**src/design/mrs_consts.svh**
```systemverilog
// timing and threshold constants for the motor roller fault supervisor
`ifndef MRS_CONSTS_SVH
`define MRS_CONSTS_SVH
`define MRS_CLK_HZ          200000000
`define MRS_TICK_MS         1
`define MRS_TICK_CYC        (`MRS_CLK_HZ / 1000 * `MRS_TICK_MS)
`define MRS_ATTEMPT_MS      1000
`define MRS_STALL_PERIOD_MS 3000
`define MRS_STALL_TRIES     10
`define MRS_SLOW_PERIOD_MS  60000
`define MRS_DEV_LIMIT_MS    10000
`define MRS_LOWSPD_WAIT_MS  60000
`define MRS_DEV_PCT         20
`endif

```
**src/design/mrs_pkg.sv**
```systemverilog
// types shared by the motor roller fault supervisor
package mrs_pkg;
    typedef enum logic [2:0] {
        MRS_HOLD,
        MRS_RUN,
        MRS_STALL_TRY,
        MRS_STALL_WAIT,
        MRS_LOW_WAIT,
        MRS_HOT
    } mrs_state_t;
endpackage

```
**src/design/mrs_supervisor.sv**
```systemverilog
// fault supervisor: stall retries, low-speed shutdown, over-temperature, zero-motion hold
`timescale 1ns/1ps
`default_nettype none
`include "mrs_consts.svh"
module mrs_supervisor #(
    parameter int unsigned TICK_CYC       = `MRS_TICK_CYC,
    parameter int unsigned ATTEMPT_MS     = `MRS_ATTEMPT_MS,
    parameter int unsigned STALL_PERIOD_MS = `MRS_STALL_PERIOD_MS,
    parameter int unsigned STALL_TRIES    = `MRS_STALL_TRIES,
    parameter int unsigned SLOW_PERIOD_MS = `MRS_SLOW_PERIOD_MS,
    parameter int unsigned DEV_LIMIT_MS   = `MRS_DEV_LIMIT_MS,
    parameter int unsigned LOWSPD_WAIT_MS = `MRS_LOWSPD_WAIT_MS,
    parameter int unsigned SPD_W          = 16
) (
    input  wire logic             clk_sys,
    input  wire logic             rstn,
    input  wire logic             run_req_pin,
    input  wire logic             blocked_in,
    input  wire logic             motor_hot_in,
    input  wire logic             elec_hot_in,
    input  wire logic [SPD_W-1:0] speed_set,
    input  wire logic [SPD_W-1:0] speed_act,
    output logic                  motor_drive,
    output logic                  hold_brake,
    output logic                  error_out,
    output var mrs_pkg::mrs_state_t state_out
);
    import mrs_pkg::*;

    // sequencer state, timers and the speed band arithmetic
    logic              run_s1_r;
    logic              run_s2_r;
    logic              tick_ms;
    mrs_state_t        state_r;
    logic [31:0]       tmr_r;
    logic [31:0]       dev_tmr_r;
    logic [7:0]        tries_r;
    logic              err_r;
    logic              hot;
    logic              speed_ok;
    logic [SPD_W+6:0]  diff_x100;
    logic [SPD_W+6:0]  lim_x100;

    // run request comes from a pin: two-flop synchroniser before any use
    always_ff @(posedge clk_sys or negedge rstn) begin
        if (!rstn) begin
            run_s1_r <= 1'b0;
            run_s2_r <= 1'b0;
        end else begin
            run_s1_r <= run_req_pin;
            run_s2_r <= run_s1_r;
        end
    end

    // shared ms time base; every timer below advances only on its pulse
    mrs_tick #(
        .TICK_CYC (TICK_CYC)
    ) u_tick (
        .clk_sys (clk_sys),
        .rstn    (rstn),
        .tick_ms (tick_ms)
    );

    // speed within the band: |act - set| * 100 <= set * 20
    // scaling both sides instead of dividing keeps the compare exact and cheap
    always_comb begin
        if (speed_act >= speed_set) begin
            diff_x100 = (SPD_W+7)'(speed_act - speed_set) * (SPD_W+7)'(100);
        end else begin
            diff_x100 = (SPD_W+7)'(speed_set - speed_act) * (SPD_W+7)'(100);
        end
        lim_x100 = (SPD_W+7)'(speed_set) * (SPD_W+7)'(`MRS_DEV_PCT);
    end
    assign speed_ok = (diff_x100 <= lim_x100);
    assign hot      = motor_hot_in | elec_hot_in;

    // deviation timer counts whole ms out of band while driving
    // limitation: the spin-up cycle after entering run may already count one tick
    // the limit is compared in whole ticks, so it trips on the tick that reaches the bound
    always_ff @(posedge clk_sys or negedge rstn) begin
        if (!rstn) begin
            dev_tmr_r <= 32'h0;
        end else if (state_r != MRS_RUN || speed_ok || !run_s2_r) begin
            dev_tmr_r <= 32'h0;
        end else if (tick_ms) begin
            dev_tmr_r <= dev_tmr_r + 32'h1;
        end
    end

    // main sequencer; over-temperature takes precedence over everything
    always_ff @(posedge clk_sys or negedge rstn) begin
        if (!rstn) begin
            state_r <= MRS_HOLD;
            tmr_r   <= 32'h0;
            tries_r <= 8'h0;
            err_r   <= 1'b0;
        end else if (hot) begin
            // hot wins even mid-retry, so the motor never drives while overheated
            state_r <= MRS_HOT;
            err_r   <= 1'b1;
            tmr_r   <= 32'h0;
        end else begin
            case (state_r)
                // idle: counters stay clear so a fresh request starts a new sequence
                MRS_HOLD: begin
                    tmr_r   <= 32'h0;
                    tries_r <= 8'h0;
                    err_r   <= 1'b0;
                    if (run_s2_r) begin
                        state_r <= MRS_RUN;
                    end
                end
                MRS_HOT: begin
                    // cooled: error clears alone, run resumes if still requested
                    err_r   <= 1'b0;
                    tries_r <= 8'h0;
                    state_r <= run_s2_r ? MRS_RUN : MRS_HOLD;
                end
                // a jam also reads as slow, so blockage is checked before the timer
                MRS_RUN: begin
                    if (!run_s2_r) begin
                        state_r <= MRS_HOLD;
                    end else if (blocked_in) begin
                        state_r <= MRS_STALL_WAIT;
                        tmr_r   <= 32'h0;
                    end else if (dev_tmr_r >= 32'(DEV_LIMIT_MS)) begin
                        state_r <= MRS_LOW_WAIT;
                        err_r   <= 1'b1;
                        tmr_r   <= 32'h0;
                    end else if (speed_ok) begin
                        // back in band: fault over, a new jam restarts the count
                        err_r   <= 1'b0;
                        tries_r <= 8'h0;
                    end
                end
                MRS_STALL_WAIT: begin
                    // off phase of the retry cycle, period minus attempt
                    // after the tenth try the long period applies until the jam clears
                    if (!run_s2_r) begin
                        state_r <= MRS_HOLD;
                    end else if (tick_ms) begin
                        if (tmr_r >= 32'((tries_r >= 8'(STALL_TRIES) ? SLOW_PERIOD_MS
                                          : STALL_PERIOD_MS) - ATTEMPT_MS - 1)) begin
                            state_r <= MRS_STALL_TRY;
                            tmr_r   <= 32'h0;
                        end else begin
                            tmr_r <= tmr_r + 32'h1;
                        end
                    end
                end
                // on phase: drive the motor; proper speed without a jam ends the fault
                MRS_STALL_TRY: begin
                    if (!run_s2_r) begin
                        state_r <= MRS_HOLD;
                    end else if (!blocked_in && speed_ok) begin
                        state_r <= MRS_RUN;
                        err_r   <= 1'b0;
                        tries_r <= 8'h0;
                    end else if (tick_ms) begin
                        if (tmr_r >= 32'(ATTEMPT_MS - 1)) begin
                            state_r <= MRS_STALL_WAIT;
                            tmr_r   <= 32'h0;
                            // the count saturates so the long period holds until cleared
                            if (tries_r < 8'(STALL_TRIES)) begin
                                tries_r <= tries_r + 8'h1;
                            end
                            if (tries_r >= 8'(STALL_TRIES - 1)) begin
                                err_r <= 1'b1;
                            end
                        end else begin
                            tmr_r <= tmr_r + 32'h1;
                        end
                    end
                end
                // motor off for the whole wait; the error stays until speed is proper
                MRS_LOW_WAIT: begin
                    if (!run_s2_r) begin
                        state_r <= MRS_HOLD;
                    end else if (tick_ms) begin
                        if (tmr_r >= 32'(LOWSPD_WAIT_MS - 1)) begin
                            state_r <= MRS_RUN;
                            tmr_r   <= 32'h0;
                        end else begin
                            tmr_r <= tmr_r + 32'h1;
                        end
                    end
                end
                // unused codes fall back to the safe holding state
                default: begin
                    state_r <= MRS_HOLD;
                end
            endcase
        end
    end

    // outputs registered; brake engages whenever the synced request is low, whether or not driving
    always_ff @(posedge clk_sys or negedge rstn) begin
        if (!rstn) begin
            motor_drive <= 1'b0;
            hold_brake  <= 1'b1;
            error_out   <= 1'b0;
            state_out   <= MRS_HOLD;
        end else begin
            // hot gates the drive here too, so it drops on the edge that sees it
            motor_drive <= (state_r == MRS_RUN || state_r == MRS_STALL_TRY) && !hot;
            // the hold follows the synced request alone: a hot stop does not brake
            hold_brake  <= !run_s2_r;
            error_out   <= err_r;
            state_out   <= state_r;
        end
    end
endmodule
`default_nettype wire

```
**src/design/mrs_tick.sv**
```systemverilog
// free-running millisecond time base
`timescale 1ns/1ps
`default_nettype none
`include "mrs_consts.svh"
module mrs_tick #(
    parameter int unsigned TICK_CYC = `MRS_TICK_CYC
) (
    input  wire logic clk_sys,
    input  wire logic rstn,
    output logic      tick_ms
);
    logic [31:0] cnt_r;

    // one-cycle enable every TICK_CYC clocks
    always_ff @(posedge clk_sys or negedge rstn) begin
        if (!rstn) begin
            cnt_r   <= 32'h0;
            tick_ms <= 1'b0;
        end else if (cnt_r == 32'(TICK_CYC - 1)) begin
            cnt_r   <= 32'h0;
            tick_ms <= 1'b1;
        end else begin
            cnt_r   <= cnt_r + 32'h1;
            tick_ms <= 1'b0;
        end
    end
endmodule
`default_nettype wire

```
**config.mk**
```make
export PLATFORM = sky130hd
export DESIGN_NAME = mrs_supervisor
export DESIGN_NICKNAME = d
export VERILOG_FILES = /design/src/design/mrs_pkg.sv /design/src/design/mrs_supervisor.sv /design/src/design/mrs_tick.sv
export VERILOG_INCLUDE_DIRS = /design/src /design/src/design
export SDC_FILE = /design/constraint.sdc
export NUM_CORES = 1
export LEC_CHECK = 0
export ABC_AREA = 1
export BUFFER_PORTS_ARGS = -buffer_cell sky130_fd_sc_hd__buf_2
export CORE_MARGIN = 3
export CORE_UTILIZATION = 45
export CTS_CLUSTER_SIZE = 16
export DETAILED_ROUTE_END_ITERATION = 10
export GPL_TIMING_DRIVEN = 0
export PLACE_DENSITY = 0.68
export REMOVE_ABC_BUFFERS = 1
export SLEW_MARGIN = 20
export SYNTH_ARGS = -nofsm -noshare
export SYNTH_HDL_FRONTEND = slang
export SYNTH_SLANG_ARGS = --single-unit
```
**constraint.sdc**
```tcl
create_clock -name clk_sys -period 7.9 [get_ports clk_sys]
set_input_delay 0.395 -clock clk_sys [delete_from_list [all_inputs] [get_ports clk_sys]]
set_output_delay 0.395 -clock clk_sys [all_outputs]
set_load 0.02 [all_outputs]
```
# After elaboration in Yosys (flattened, before gate mapping)
# Index checks and enable logic that the tools add are counted.
# classes
add_sub_neg	8
mul	3
magnitude_cmp	9
n_eq_ne	37
muxes	59
bitwise_logic	2
reduce_logical	18
# op_table
op	n
$mux W32	17
$pmux W32 S5	1
$add A32 B1 Y32 const B	3
$mux W8	9
$mul A23 B5 Y21 const B	2
$mux W3	15
$sub A16 B16 Y17	2
$eq A32 B18 Y1 const B	1
$ge A32 B10 Y1 const B	1
$ge A32 B14 Y1 const B	1
$ge A32 B16 Y1 const B	1
$ge A32 B32 Y1	1
$ne A3 B3 Y1 const B	9
$ne A4 B4 Y1 const B	6
$pmux W8 S3	1
$le A23 B21 Y1	1
$mux W23	1
$reduce_and A10 Y1	2
$mul A16 B3 Y19 const B	1
$pmux W3 S6	1
$sub A17 B2 Y18 const B	1
$sub A16 B10 Y17 const B	1
$ge A16 B16 Y1	1
$ge A8 B4 Y1 const B	2
26 further kinds	55
# word_totals
regBits	117
input_bits	38
output_inout_bits	6
elab_cells	149

# Depth between registers and ports, before layout
# logic_depth
ltp_word	10
depth_mapped	45
ltp_nobuf	43

# Modules after synthesis
# Synthesis repeated with hierarchy kept, for this count alone.
# hier_totals
hier_cells	2053
hier_area_um2	14049.7
# by_module_without_submodules
module	instances	cells_each	area_each_um2	seq_area_each_um2
mrs_supervisor	1	1762	12056.6	2103.3
mrs_tick	1	291	1993.2	825.8

# Worst setup path before layout
# Ideal clock, no wire load.
# synth_path
path_type	input to register
start	input port speed_set[5]
end	register tries_r[2]
setup_ns	0.118
arrival_time_ns	5.669
required_ns	7.782
slack_ns	2.113
cell_stages	40
n_path_buf	2
path_cell_list	inv_1 ha_1 buf_2 nand2_1 nor2_1 inv_1 o21ai_0 nand2_1 nand2_1 xor2_1 inv_1 ha_1 ha_1 inv_1 fa_1 inv_1 ha_1 nand2_1 [... 4 more ...] inv_1 a31oi_1 nor2_1 o21ai_0 inv_1 ha_1 nand2_1 nor4_1 nand4_1 nand2_1 nand3_2 nand2_1 inv_2 o21ai_1 nand2_1 buf_6 nand2_1 o21ai_2
# synth_via
elab_chain_cells	8
elab_cells_between_ends	17
classes_between	2 x add/sub; 3 x mul; 2 x order compare; 4 x eq/ne; 4 x mux; 2 x reduce/logical
# synth_lines
item	line	text
from (decl)	mrs_supervisor.sv:21	input wire logic [SPD_W-1:0] speed_set,
$sub A16 B16 Y17, on equally long branches	mrs_supervisor.sv:70, mrs_supervisor.sv:68	
$mul A23 B5 Y21, on equally long branches	mrs_supervisor.sv:70, mrs_supervisor.sv:68	
$mux W23	mrs_supervisor.sv:67	if (speed_act >= speed_set) begin
$le A23 B21 Y1 (*)	mrs_supervisor.sv:74	assign speed_ok = (diff_x100 <= lim_x100);
$logic_and A1 B1 Y1	mrs_supervisor.sv:155	end else if (!blocked_in && speed_ok) begin
$mux W8	mrs_supervisor.sv:155	
$mux W8	mrs_supervisor.sv:153	if (!run_s2_r) begin
$pmux W8 S3	mrs_supervisor.sv:103	case (state_r)
to (signal assigned)	mrs_supervisor.sv:165	tries_r <= tries_r + 8'h1;
to (decl)	mrs_supervisor.sv:37	logic [7:0] tries_r;
# Every way passes the cells marked *; elsewhere a longest branch is shown, timed or not. The select of a mux whose other input is x is not followed.
# A chain may end at the register's enable or synchronous reset.

# Worst setup path in the final report
# layout_path
start	input port speed_act[0]
end	register tmr_r[1]
# layout_via
elab_chain_cells	7
elab_cells_between_ends	10
classes_between	2 x add/sub; 2 x mul; 2 x order compare; 1 x eq/ne; 1 x mux; 2 x reduce/logical
# layout_lines
item	line	text
from (decl)	mrs_supervisor.sv:22	input wire logic [SPD_W-1:0] speed_act,
$sub A16 B16 Y17, on equally long branches	mrs_supervisor.sv:70, mrs_supervisor.sv:68	
$mul A23 B5 Y21, on equally long branches	mrs_supervisor.sv:70, mrs_supervisor.sv:68	
$mux W23 (*)	mrs_supervisor.sv:67	
$le A23 B21 Y1 (*)	mrs_supervisor.sv:74	
$logic_and A1 B1 Y1 (*)	mrs_supervisor.sv:155	
$ne A3 B3 Y1 (no source line) (*)	--	
$reduce_and A10 Y1 (no source line) (*)	--	
to (signal assigned)	mrs_supervisor.sv:147	tmr_r <= tmr_r + 32'h1;
to (signal assigned)	mrs_supervisor.sv:171	tmr_r <= tmr_r + 32'h1;
to (signal assigned)	mrs_supervisor.sv:184	tmr_r <= tmr_r + 32'h1;
to (decl)	mrs_supervisor.sv:35	logic [31:0] tmr_r;
# Every way passes the cells marked *; elsewhere a longest branch is shown, timed or not.

==> summary.txt <==
STA
  • Fin. Hold Viols: 2
  • Worst slew margin: 0.410
  • Final setup violation count: 0
  • Max Slew Vio Count: 0
  • Clock skew: 0.00730 ns
  • Max Fclk: ~0.14 GHz
  • Final period utilization: 0.905
  • RSZ-0062 raised after global routing: no
  • Worst Tran Pin Value: 0.878 ns
  • WHS: -0.00213 ns
  • Setup TNS: 0 ns
  • Fin crit period: 7.15 ns

Yosys
  • Post-synthesis cell area: 13400 µm²
  • Synth unique cells: 60
  • Syn Inst Count: 1853
  • Ys Warns: 0
  • Top FF cell, synth: dfrtp_1
  • Synth Register Bits: about 120
  • Async SR Flop Fraction: 1.00
  • Number of enable flip-flop cells after synthesis: 0
  • Syn avg cell area: 7.23 µm²
  • Register area share after synthesis: 0.219

Setup path
  • CP required: 8.18 ns
  • CP max stage cell: fa_1
  • Worst EP arrival: approximately 7.4 ns
  • Crit-path leading delay family: simple AND/OR/NAND/NOR gates
  • Worst path most repeated cell: nand2_1
  • Worst Path Max Fanout: 30
  • Crit. End Element: flip-flop
  • Critical path buffers and inverters: 10
  • CP Class: primary input to flip-flop
  • Largest stage delay, worst path: 0.49 ns
  • Worst Setup Start Kind: primary input

Power
  • Leak: 7.70 nW
  • Cell Pwr Density: 309 nW/µm²
  • VDD IR-drop max: approximately 0.22 mV

Drt
  • Drt total wl: approximately 32000 µm
  • First drt pass iteration count: 6
  • Avg WL per Cell: 14.0 µm
  • 1st-iter DRT viols: 723
  • Post-route ant nets: 0
  • Drt drc: 0
  • Vias post-DR: 11700
  • Vias per cell: 5.11

Floorplan
  • Die Y: ~180 µm
  • Num rows: 62
  • Starting density of the core: 0.461
  • IO Pins: 44
  • Die X-Extent: ~180 µm
  • Core Region: 29000 µm²
  • Die area: 31900 µm²

Placement
  • GPL Wtd Cong: approximately 0.94
  • PortBufs: 43
  • HPWL Detailed: 26100 µm

Clock tree
  • CTS tree: done
  • Root Buffer: clkbuf_16
  • Total CTS buffers: 17
  • Post-CTS Setup Repair Bufs: 0
  • Clk slew on worst S/H paths: 0.06 ns
  • Clock Latency Late Sink: 0.42 ns
  • Clock Sinks: 117
  • CTS Buffer Depth: 2
  • H-tree depth: 4

Global route
  • Tot GR Track Use: 0.206
  • First-pass GRT wire length: 54500 µm
  • Pin count of the biggest net entering global routing: 73
  • Vias in the first global route: 11400
  • GRT overflow: 0
  • Initial antenna violation count: 1

Flow run
  • Max-Cap Viols: 0

Final layout
  • Highest-count cells in the layout ignoring fill and taps: 380 x inv_1, 332 x nand2_1, 192 x ha_1
  • Syn-to-layout area delta: 8.51%
  • Layout Nets: between 2000 and 2500
  • Final Util: 0.501
  • Commonest non-fill, non-tap cell in the layout: inv_1
  • Layout cells sized above 1: 0.0759
  • Fill cell count: 2851
  • Ant. Diodes: 0

Run status
  • Status: complete, but fails checks
  • Failing checks: negative hold slack

Hold path
  • Hold Path Class: primary input to asynchronous set/reset pin
[synthesized netlist by cell type (all sizes together) (15+ instances only)]
cell type | n | area [µm²]
a21oi | 106 | 534
a31oi | 15 | 93.8
buf | 22 | 161
dfrtp | 116 | 2900
fa | 29 | 581
ha | 192 | 2400
inv | 388 | 1460
nand2 | 348 | 1350
nand3 | 92 | 480
nand4 | 31 | 200
nor2 | 144 | 561
nor3 | 53 | 295
nor4 | 27 | 190
o21ai | 86 | 475
xnor2 | 30 | 263
xor2 | 91 | 797
[flip-flops by register name, indices dropped and copies added, names as in the netlist]
register	flops
run_s2_r	1
hold_brake	1
motor_drive	1
err_r	1
error_out	1
dev_tmr_r	32
state_r	3
tries_r	8
tmr_r	32
state_out	3
run_s1_r	1
u_tick.tick_ms	1
u_tick.cnt_r	32
[per-layer routing]
layer	global-route usage	wire length, µm	part of all wire
met1	0.265	14700	0.46
met5	0	13	0.00041
met4	0.0526	570	0.018
met2	0.368	15600	0.49
met3	0.0232	1010	0.032
[report_power, final]
part	switching [mW]	total (mW)	leakage, nW	internal [mW]
Sequential	0.00552	0.612	1.59	0.606
Clock	0.285	0.744	0.270	0.459
Combinational	1.94	3.13	5.84	1.19
Total	2.23	4.49	7.70	2.26
[final timing paths]
kind | startpoint | end | slack (ns) | cells past startpoint
setup reg to reg | tries_r[0] | tmr_r[5] | 4.32 | 18
min in group clk_sys | run_req_pin | run_s1_r | 0.10 | 1
setup / recovery | speed_act[0] | tmr_r[1] | 0.75 | 41
hold / removal | rstn | u_tick.cnt_r[27] | -0.002 | 1
max in group asynchronous | rstn | tmr_r[0] | 7.24 | 2
hold reg to reg | run_s1_r | run_s2_r | 0.39 | 0
[stage by stage]
step                      std cells  power, mW  area [µm²]  setup slack (ns)
after CTS                      2282       4.50       14500             0.406
after global placement         2249       3.65       13900             0.113
after global routing           2282       5.02       14500            0.0770
after floorplan                1822       3.02       13200              1.72
after detailed placement       2250       3.73       13900            0.0138
final                          2282       4.49       14500             0.747
[kinds of logic after synthesis]
logic type / share of synthesized area
AOI/OAI and AO/OA: 0.111
xor gates and xnor gates: 0.0792
adders and majority gates: 0.223
buffers and inverters: 0.123
DFF: 0.219
muxes: 0.00645
and+or+nand+nor: 0.239
[timing repair]
item / CTS / global route
endpoints found under the hold margin: 0 / 0
hold buffers: 0 / 0
gates resized for setup: 0 / 2
setup endpoints to repair: 0 / 23
[final cells by class]
class                      instances  area [µm²]  share of cell area
multi-input combinational       1317        8840               0.609
sequential                       117        2930               0.202
tap                              384         480              0.0331
inverter                         388        1460               0.100
clock buffer                      22         474              0.0326
timing repair buffer              44         249              0.0171
clock inverter                    10        96.3             0.00663
Note: power is estimated with default switching activity, not from simulation.
